**src/hdl/ir_startup_pkg.sv**
```systemverilog
// constants for the infrared secondary start-up and host handshake block
package ir_startup_pkg;
	// device clock rate feeding clk_i (10 MHz here)
	localparam int unsigned CLK_HZ             = 10_000_000;
	localparam int unsigned BAUD               = 9600;
	localparam int unsigned TICKS_PER_BIT      = 16;
	// divider to one sixteenth-bit tick, rounded down
	localparam int unsigned TICK_DIV           = CLK_HZ / (BAUD * TICKS_PER_BIT);
	localparam logic [7:0]  TICK_DIV_M1        = 8'(TICK_DIV - 1);
	// start-up delays in microseconds; plain defaults
	localparam int unsigned POWERUP_US         = 72_000;
	localparam int unsigned OSC_START_US       = 103;
	localparam int unsigned POWERUP_CYCLES     = (POWERUP_US * 10) * (CLK_HZ / 10_000_000);
	localparam int unsigned OSC_START_CYCLES   = (OSC_START_US * 10) * (CLK_HZ / 10_000_000);
	// internal reset sequence length in cycles
	localparam logic [3:0]  RST_SEQ_CYCLES     = 4'h8;
	// link timeout waiting for host ready, in microseconds
	localparam int unsigned LINK_TMO_US        = 3_000_000;
	localparam int unsigned LINK_TMO_CYCLES    = LINK_TMO_US * (CLK_HZ / 1_000_000);
	localparam logic [2:0]  SYNC_RESET         = 3'h7;
endpackage : ir_startup_pkg

```
**src/hdl/ir_secondary_startup.sv**
```systemverilog
// start-up sequencing, bit tick and host modem-control handling
`timescale 1ns/10ps
// Functional notes
// - both ports run at a fixed 9600 baud from the device clock with no rate choice.
// - after power-up the power-up timer runs, then the oscillator start-up timer, before tick and handshake work; the carrier bit is always forwarded.
// - the device stays in reset while the reset input is low.
// - on reset release an internal reset sequence runs and only then does normal operation start.
// - ready-to-receive is a local handshake and never goes into the remote flow-control bits.
// - the sampled carrier-detect input is sent to the primary as its carrier bit, 1 no carrier, 0 carrier.
// - all internal timing, including the bit clock, comes from the single device clock.
// - the bit clock gives sixteen ticks per bit, timing the start bit and eight data bits.
// - after a received packet the host must lower ready-to-receive or the delivery must complete, else the link times out and drops.
module ir_secondary_startup #(
	parameter int unsigned POWERUP_CYCLES   = ir_startup_pkg::POWERUP_CYCLES,
	parameter int unsigned OSC_START_CYCLES = ir_startup_pkg::OSC_START_CYCLES,
	parameter int unsigned LINK_TMO_CYCLES = ir_startup_pkg::LINK_TMO_CYCLES
) (
	input  wire logic clk_i,
	input  wire logic rst_b_i,
	input  wire logic host_rx_ready_n_i,
	input  wire logic carrier_present_n_i,
	input  wire logic packet_rcvd_i,
	input  wire logic deliver_done_i,
	output logic      operational_o,
	output logic      sixteenth_bit_tick_o,
	output logic      host_deliver_ok_o,
	output logic      link_carrier_bit_o,
	output logic      link_timeout_o
);
	typedef enum logic [2:0] {
		ST_POWERUP,
		ST_OSC_START,
		ST_RSTSEQ,
		ST_RUN
	} phase_t;

	phase_t      phase_q;
	logic [31:0] cnt_q;
	logic [3:0]  seq_q;
	logic [7:0]  div_q;
	logic        host_rdy_n;
	logic        carrier_n;
	logic        pending_q;
	logic [31:0] tmo_q;

	function automatic logic reached(input logic [31:0] c, input int unsigned lim);
		reached = (c >= 32'(lim - 1));
	endfunction : reached

	////////////////////////////////////////////////////////////////////////////////
	// input synchronisers
	ir_in_sync u_ready_sync (
		.clk_i   (clk_i),
		.rst_b_i (rst_b_i),
		.pin_i   (host_rx_ready_n_i),
		.level_o (host_rdy_n)
	);
	ir_in_sync u_carrier_sync (
		.clk_i   (clk_i),
		.rst_b_i (rst_b_i),
		.pin_i   (carrier_present_n_i),
		.level_o (carrier_n)
	);

	////////////////////////////////////////////////////////////////////////////////
	// start-up phases; reset low parks the machine at the power-up timer start
	always_ff @(posedge clk_i or negedge rst_b_i) begin
		if (!rst_b_i) begin
			phase_q <= ST_POWERUP;
			cnt_q   <= 32'h0;
			seq_q   <= 4'h0;
		end else begin
			case (phase_q)
				ST_POWERUP: begin
					if (reached(cnt_q, POWERUP_CYCLES)) begin
						phase_q <= ST_OSC_START;
						cnt_q   <= 32'h0;
					end else begin
						cnt_q <= cnt_q + 32'h1;
					end
				end
				ST_OSC_START: begin
					if (reached(cnt_q, OSC_START_CYCLES)) begin
						phase_q <= ST_RSTSEQ;
						cnt_q   <= 32'h0;
					end else begin
						cnt_q <= cnt_q + 32'h1;
					end
				end
				ST_RSTSEQ: begin
					if (seq_q == ir_startup_pkg::RST_SEQ_CYCLES - 4'h1) begin
						phase_q <= ST_RUN;
					end else begin
						seq_q <= seq_q + 4'h1;
					end
				end
				ST_RUN: begin
					phase_q <= ST_RUN;
				end
				default: begin
					phase_q <= ST_POWERUP;
				end
			endcase
		end
	end

	always_ff @(posedge clk_i or negedge rst_b_i) begin
		if (!rst_b_i) begin
			operational_o <= 1'b0;
		end else begin
			operational_o <= (phase_q == ST_RUN);
		end
	end

	////////////////////////////////////////////////////////////////////////////////
	// bit tick: fixed divider, no rate select
	always_ff @(posedge clk_i or negedge rst_b_i) begin
		if (!rst_b_i) begin
			div_q                <= 8'h0;
			sixteenth_bit_tick_o <= 1'b0;
		end else if (phase_q != ST_RUN) begin
			div_q                <= 8'h0;
			sixteenth_bit_tick_o <= 1'b0;
		end else if (div_q == ir_startup_pkg::TICK_DIV_M1) begin
			div_q                <= 8'h0;
			sixteenth_bit_tick_o <= 1'b1;
		end else begin
			div_q                <= div_q + 8'h1;
			sixteenth_bit_tick_o <= 1'b0;
		end
	end

	////////////////////////////////////////////////////////////////////////////////
	// carrier bit and local handshake; ready never reaches the link bits
	always_ff @(posedge clk_i or negedge rst_b_i) begin
		if (!rst_b_i) begin
			link_carrier_bit_o <= 1'b1;
			host_deliver_ok_o  <= 1'b0;
		end else begin
			link_carrier_bit_o <= carrier_n;
			host_deliver_ok_o  <= operational_o && !host_rdy_n;
		end
	end

	// packet waits for host ready; new packet wins over delivery clear
	always_ff @(posedge clk_i or negedge rst_b_i) begin
		if (!rst_b_i) begin
			pending_q      <= 1'b0;
			tmo_q          <= 32'h0;
			link_timeout_o <= 1'b0;
		end else begin
			link_timeout_o <= 1'b0;
			if (!operational_o) begin
				pending_q <= 1'b0;
				tmo_q     <= 32'h0;
			end else if (packet_rcvd_i) begin
				pending_q <= 1'b1;
				tmo_q     <= 32'h0;
			end else if (pending_q && (deliver_done_i || !host_rdy_n)) begin
				pending_q <= !deliver_done_i;
				tmo_q     <= 32'h0;
			end else if (pending_q && reached(tmo_q, LINK_TMO_CYCLES)) begin
				pending_q      <= 1'b0;
				tmo_q          <= 32'h0;
				link_timeout_o <= 1'b1;
			end else if (pending_q) begin
				tmo_q <= tmo_q + 32'h1;
			end
		end
	end

	////////////////////////////////////////////////////////////////////////////////
	// checks
	int unsigned tick_gap_q;
	always_ff @(posedge clk_i or negedge rst_b_i) begin
		if (!rst_b_i) begin
			tick_gap_q <= 0;
		end else if (sixteenth_bit_tick_o) begin
			tick_gap_q <= 1;
		end else if (tick_gap_q != 0) begin
			tick_gap_q <= tick_gap_q + 1;
		end
	end

	tick_period_a: assert property (@(posedge clk_i) disable iff (!rst_b_i)
		sixteenth_bit_tick_o && tick_gap_q != 0 |-> tick_gap_q == ir_startup_pkg::TICK_DIV)
		else $error("bit tick period wrong");
	tick_gated_a: assert property (@(posedge clk_i) disable iff (!rst_b_i)
		sixteenth_bit_tick_o |-> $past(phase_q == ST_RUN))
		else $error("tick before start-up done");
	osc_after_power_a: assert property (@(posedge clk_i) disable iff (!rst_b_i)
		phase_q == ST_OSC_START && $past(phase_q) != ST_OSC_START |-> $past(phase_q) == ST_POWERUP)
		else $error("oscillator timer without power-up timer");
	seq_before_run_a: assert property (@(posedge clk_i) disable iff (!rst_b_i)
		phase_q == ST_RUN && $past(phase_q) != ST_RUN |-> $past(phase_q) == ST_RSTSEQ
		&& $past(seq_q) == ir_startup_pkg::RST_SEQ_CYCLES - 4'h1)
		else $error("run before reset sequence end");
	oper_follows_a: assert property (@(posedge clk_i) disable iff (!rst_b_i)
		$rose(phase_q == ST_RUN) |=> operational_o)
		else $error("operational late");
	carrier_map_a: assert property (@(posedge clk_i) disable iff (!rst_b_i)
		$changed(carrier_n) |=> link_carrier_bit_o == $past(carrier_n))
		else $error("carrier bit not forwarded");
	deliver_ok_a: assert property (@(posedge clk_i) disable iff (!rst_b_i)
		host_deliver_ok_o |-> $past(!host_rdy_n) && $past(operational_o))
		else $error("delivery without host ready");
	tmo_only_pending_a: assert property (@(posedge clk_i) disable iff (!rst_b_i)
		link_timeout_o |-> $past(pending_q) && $past(host_rdy_n) && !pending_q)
		else $error("timeout without waiting packet");
	ready_clears_a: assert property (@(posedge clk_i) disable iff (!rst_b_i)
		pending_q && !host_rdy_n && !packet_rcvd_i |=> !link_timeout_o && tmo_q == 0)
		else $error("host ready did not stop timeout");
	// a clear in the packet's own cycle must not drop the fresh packet
	packet_wins_a: assert property (@(posedge clk_i) disable iff (!rst_b_i)
		operational_o && packet_rcvd_i |=> pending_q && tmo_q == 0)
		else $error("new packet lost to delivery clear");

	run_c: cover property (@(posedge clk_i) disable iff (!rst_b_i) $rose(operational_o));
	timeout_c: cover property (@(posedge clk_i) disable iff (!rst_b_i) link_timeout_o);
	deliver_c: cover property (@(posedge clk_i) disable iff (!rst_b_i) pending_q ##1 host_deliver_ok_o);
	carrier_c: cover property (@(posedge clk_i) disable iff (!rst_b_i) $fell(link_carrier_bit_o));
endmodule : ir_secondary_startup

```
**src/hdl/ir_in_sync.sv**
```systemverilog
// three-stage synchroniser with agreement check for one pin input
`timescale 1ns/10ps
module ir_in_sync (
	input  wire logic clk_i,
	input  wire logic rst_b_i,
	input  wire logic pin_i,
	output logic      level_o
);
	logic [2:0] sync_q;

	always_ff @(posedge clk_i or negedge rst_b_i) begin
		if (!rst_b_i) begin
			sync_q <= ir_startup_pkg::SYNC_RESET;
		end else begin
			sync_q <= {sync_q[1:0], pin_i};
		end
	end

	// stage 0 only feeds stage 1; change is taken when stages 1 and 2 agree
	always_ff @(posedge clk_i or negedge rst_b_i) begin
		if (!rst_b_i) begin
			level_o <= 1'b1;
		end else if (sync_q[1] == sync_q[2]) begin
			level_o <= sync_q[2];
		end
	end
endmodule : ir_in_sync

```
**config.mk**
```make
export PLATFORM = sky130hd
export DESIGN_NAME = ir_secondary_startup
export DESIGN_NICKNAME = d
export VERILOG_FILES = /design/src/hdl/ir_startup_pkg.sv /design/src/hdl/ir_secondary_startup.sv /design/src/hdl/ir_in_sync.sv
export SDC_FILE = /design/constraint.sdc
export NUM_CORES = 1
export LEC_CHECK = 0
export BUFFER_PORTS_ARGS = -buffer_cell sky130_fd_sc_hd__buf_4
export CORE_MARGIN = 8
export CORE_UTILIZATION = 54
export DETAILED_ROUTE_END_ITERATION = 12
export GPL_TIMING_DRIVEN = 0
export HOLD_SLACK_MARGIN = 0.08
export PLACE_DENSITY = 0.78
export SYNTH_ARGS = -nofsm -noshare
export SYNTH_HDL_FRONTEND = slang
export SYNTH_HIERARCHICAL = 1
export SYNTH_SLANG_ARGS = --single-unit
export TNS_END_PERCENT = 20
```
**constraint.sdc**
```tcl
create_clock -name clk_i -period 2.1 [get_ports clk_i]
set_input_delay 0.105 -clock clk_i [delete_from_list [all_inputs] [get_ports clk_i]]
set_output_delay 0.105 -clock clk_i [all_outputs]
set_load 0.02 [all_outputs]
```
* Word-level counts from Yosys, hierarchy flattened
Cells that the tools add are included.
Cells by class: mux-type cells 24, reductions and logical operators 10, equality and inequality tests 13, add/subtract/negate cells 4, $lt $le $gt $ge 3, div/mod/pow operators 0, shift operators 0, bitwise operators 1, multipliers 0
Operators by type and width (count):
- $mux 32 | 7
- $add 32x1->32 const B | 2
- $pmux 32 s2 | 1
- $ge 32x11->1 const B | 1
- $ge 32x20->1 const B | 1
- $ge 32x25->1 const B | 1
- $mux 8 | 2
- $pmux 3 s4 | 1
- $mux 1 | 10
- $mux 3 | 3
- $add 8x1->8 const B | 1
- $eq 8x7->1 const B | 1
- $eq 3x2->1 const B | 2
- $ne 2x2->1 const B | 3
- $ne 5x2->1 const B | 1
- $add 4x1->4 const B | 1
- $eq 4x3->1 const B | 1
- $ne 4x2->1 const B | 1
- $eq 3x1->1 const B | 1
- $logic_and 1x1->1 | 3
- $logic_not 3->1 | 1
- $ne 3x2->1 const B | 1
- $reduce_and 3->1 | 1
- $eq 1x1->1 | 2
- other kinds (5) | 6
Word-level totals: bits of input ports 6, ROM bits 0, RAM bits 0, memories 0, flip-flop bits (word level) 93, latch bits 0

* Depth between registers and ports, before layout
depth after elaboration 6, mapped depth 8, mapped depth without buffers 7

* Cells and area by module
Netlist, hierarchy kept.
By module, submodules not included:
- ir_secondary_startup | sequential area each 2103.3 sq um, cells each 434, area an instance 4214.0 sq um, instances 1
- ir_in_sync | sequential area each 105.1 sq um, cells each 5, area an instance 116.4 sq um, instances 2

* Worst setup path after synthesis
Ideal clock, no wire load.
kind reg-to-reg, start reg cnt_q[3], end reg cnt_q[16], setup time 0.119 ns, period minus slack after synthesis 1.641 ns, path slack 0.459 ns, data arrival time 1.522 ns, required time 1.981 ns, stages on the path, launching flop included 7, cells stage by stage dfrtp_1 nand4_4 o21ai_1 nand4_2 a211oi_4 buf_6 nor2_1
On the way: longest elaborated chain between the ends 3, elaborated cells on any way between the ends 6, those cells by class 1 x add/sub; 2 x order compare; 3 x mux
Ends and longest elaborated chain:
- start, declared | line ir_secondary_startup.sv:38 | logic [31:0] cnt_q;
- start signal, assigned | line ir_secondary_startup.sv:79 | cnt_q <= cnt_q + 32'h1;
- start signal, assigned | line ir_secondary_startup.sv:87 | cnt_q <= cnt_q + 32'h1;
- $add 32x1->32, or another cell as far along | line ir_secondary_startup.sv:79, ir_secondary_startup.sv:87
- $mux 32, on equally long branches | line ir_secondary_startup.sv:83, ir_secondary_startup.sv:75
- $pmux 32 s2 * | line ir_secondary_startup.sv:73 | case (phase_q)
Mark *: on every way between the ends. The rest lies on a longest branch, timed or not. A chain may end at the register's enable or synchronous reset.

* Final worst setup path
start reg operational_o, end reg tmo_q[31]
On the way: longest elaborated chain between the ends 1, elaborated cells on any way between the ends 2, those cells by class 1 x eq/ne; 1 x mux
Ends and longest elaborated chain:
- start, declared | line ir_secondary_startup.sv:24 | output logic operational_o,
- start signal, assigned | line ir_secondary_startup.sv:111 | operational_o <= (phase_q == ST_RUN);
- $ne 5x2->1 (no source line) / $mux 32 (equally long branches)
- end signal, assigned | line ir_secondary_startup.sv:167 | tmo_q <= tmo_q + 32'h1;
- end, declared | line ir_secondary_startup.sv:44 | logic [31:0] tmo_q;
Parallel ways exist; a longest one is shown, timed or not.

==> summary.md <==
| Metric | Value |
|---|---|
| Routed wire length | 8.57 mm |
| Vias per Instance | 5.66 |
| Starting DRT DRC Count | 123 |
| Share of layout cells above drive strength 1 | 11.7% |
| Area grow syn2layout | 11.0% |
| Via count | 3,293 |
| Latest clock arrival within the worst-skew pair | 360 ps |
| CTS sink count | 92 |
| Status | finished, final reports clean |
| Top cell type's share of synthesized area | 46.7% |
| Nets | 485 |
| Post-route insts no fill | 582 |
| Worst vdd ir | 0.350 mV |
| Die area | 11,400 um^2 |
| Std-Cell Rows | 33 |
| Setup TNS | 0 ps |
| Final Cycle Share | 93.8% |
| Congestion Overflow GR | 0 |
| Worst-Margin Slew | 1120 ps |
| Final setup viols | 0 |
| Die span in x | 107 um |
| Inserted Clock Buffers | 9 |
| Initial Util | 54.9% |
| Startpoint types | flip-flop |
| Crit end category | flip-flop |
| Rel. slew slack | 25.1% |
| Final hold violation count | 0 |
| CTS H-tree lvls | 3 |
| Post-synthesis sequential area ratio | 52.0% |
| Final RePlAce weighted congestion | 0.837 |
| Largest net degree at the start of global routing | 93 |
| Most common cell after layout, fill and taps aside | dfrtp_1 |
| DRT antenna net count | 0 |
| Synthesis-stage register bit count | 92 |
| Synthesized cell area | 4450 um^2 |
| Placed cells | 559 |
| IO Port Bufs | 10 |
| Yosys top cell by area | dfrtp_1 |
| WS Path Type | flip-flop to flip-flop |
| Max Clock Freq | 508 MHz |
| Root Buffer | clkbuf_8 |
| Ant. Diodes | 0 |
| Cell variety after synth | 50 |
| CTS tree | yes |
| CTS Buffer Depth | 2 |
| Tot Pwr | 3.15 mW |
| Syn Area/Cell | 10.0 um^2 |
| Post-synth net total | 457 |
| Clk_skew | 11.2 ps |
| Max-cap violations | 0 |
| Synth top area cells | dfrtp_1 (47%), nor2_1 (6.7%), xnor2_1 (6.3%) |
| Max Slew Vio Count | 0 |
| Worst hold-check path type | flip-flop to flip-flop |
| Wirelength per Cell | 14.7 um |
| Worst-path clk slew | 90 ps |
| Leakage power | 2.06 nW |
| Router iterations before antenna repair | 4 |
| Syn. warnings | 6 |
| Worst Path Required | 2390 ps |
| Cells after synthesis | 444 |
| First-pass GRT wire length | 15.3 mm |
| Initial antenna violation count | 0 |
| GRT Overall Usage | 16.2% |
| WP data arrival | 2260 ps |
| RSZ-0062 raised after global routing | no |
| Core area | 8090 um^2 |
| Die height | 107 um |
| DRC Markers | 0 |
| P per Cell Area | 638 nW/um^2 |
| Commonest non-fill, non-tap cells in the layout | dfrtp_1 (83), nor2_1 (79), xnor2_1 (32) |
| Vias in the first global route | 3,340 |
| Fin crit period | 1970 ps |
| Detailed Place HPWL | 5.59 mm |
| Critical Path Fanout Max | 6 |
| # resized after CTS | 0 |
| I/O pin cnt | 11 |
| Fill count | 665 |
final timing paths:
check | from | to | slack, ps | depth (start not counted)
min in group asynchronous | rst_b_i | tmo_q[0] | 480 | 2
setup / recovery | operational_o | tmo_q[31] | 130 | 5
setup reg to reg | operational_o | tmo_q[31] | 130 | 5
hold reg to reg | u_ready_sync/sync_q[1] | u_ready_sync/sync_q[2] | 360 | 0
hold / removal | u_ready_sync/sync_q[1] | u_ready_sync/sync_q[2] | 360 | 0
max in group asynchronous | rst_b_i | div_q[3] | 880 | 2
Yosys cell counts (all sizes together):
master,number
dfstp,9
maj3,2
dfrtp,83
nand3b,2
buf,8
a2bb2oi,8
xor2,19
o22ai,1
a41oi,1
and2,4
clkbuf,3
nor4bb,1
nand3,24
o2111ai,1
o211ai,2
nor2,79
a21o,1
nor2b,3
xnor2,32
ha,7
o311ai,1
o21ai,9
nor3b,1
o32ai,1
o31ai,1
inv,17
nand2,29
a31oi,6
a211oi,3
o21a,3
nor4,10
nand4,15
nand2b,2
or3b,1
and4,5
nor3,22
nand4b,1
and3,16
a21oi,9
nor4b,2
sequential cells by signal, indices dropped and copies added, names as in the netlist:
signal / count
cnt_q: 32
div_q: 8
host_deliver_ok_o: 1
link_carrier_bit_o: 1
link_timeout_o: 1
operational_o: 1
pending_q: 1
phase_q: 2
seq_q: 4
sixteenth_bit_tick_o: 1
tmo_q: 32
u_carrier_sync/level_o: 1
u_carrier_sync/sync_q: 3
u_ready_sync/level_o: 1
u_ready_sync/sync_q: 3
worst max-delay path: stages (launching register included):
cell       delay, ps
dfrtp_1          420
nand2b_1         210
o2111ai_1        230
nor4_1           710
a41oi_1          210
nor2_1           130
metrics by stage:
stage               cell area [um^2]  worst slack (ps)  utilization [%]  hold slack (ps)
CTS                             4920               142             60.8              361
floorplan                       4450               459                -             -191
global placement                4650               171             57.5              214
global route                    4940              4.69             61.0              369
detailed placement              4650               151             57.5              215
finish                          4940               131             61.0              358
kinds of logic (layout without fill, tap and decap cells):
family,Yosys count,after routing,share of synthesized area [%]
adder cells (fa/ha/maj),9,9,2.48
buffers and inverters,28,61,2.87
flip-flops,92,92,52.0
AO/OA/AOI/OAI,47,47,7.77
XOR/XNOR,51,51,10.0
AND/OR/NAND/NOR,217,217,24.8
per-layer routing:
layer  vias up  wire length (um)  GRT usage [%]  share of wire (%)
li1       1591                 -              -                  -
met1      1629              3830           19.8                 45
met2        62              4340           27.2                 51
met3        11               290           4.14                3.4
met4         0               108           5.53                1.3
met5         -                 0              0                  0
where the power goes:
part           switching, mW  internal [mW]  total [mW]
registers            0.00644           1.79        1.80
logic                 0.0404         0.0188      0.0592
clock network          0.587          0.705        1.29
what timing repair did:
item	in CTS	in global routing
hold buffers	5	0
endpoints found under the hold margin	86	0
buffers inserted	0	2
endpoints found under the setup margin	0	2
final cells by class:
cell class | count | area (um^2) | share of cell area, %
multi-input combinational | 324 | 2010 | 40.6
sequential | 92 | 2310 | 46.9
clock buffer | 12 | 145 | 2.94
inverter | 17 | 63.8 | 1.29
timing repair buffer | 17 | 140 | 2.84
buffer | 11 | 63.8 | 1.29
tap | 105 | 131 | 2.66
clock inverter | 4 | 73.8 | 1.50
Note: power is estimated with default switching activity, not from simulation.
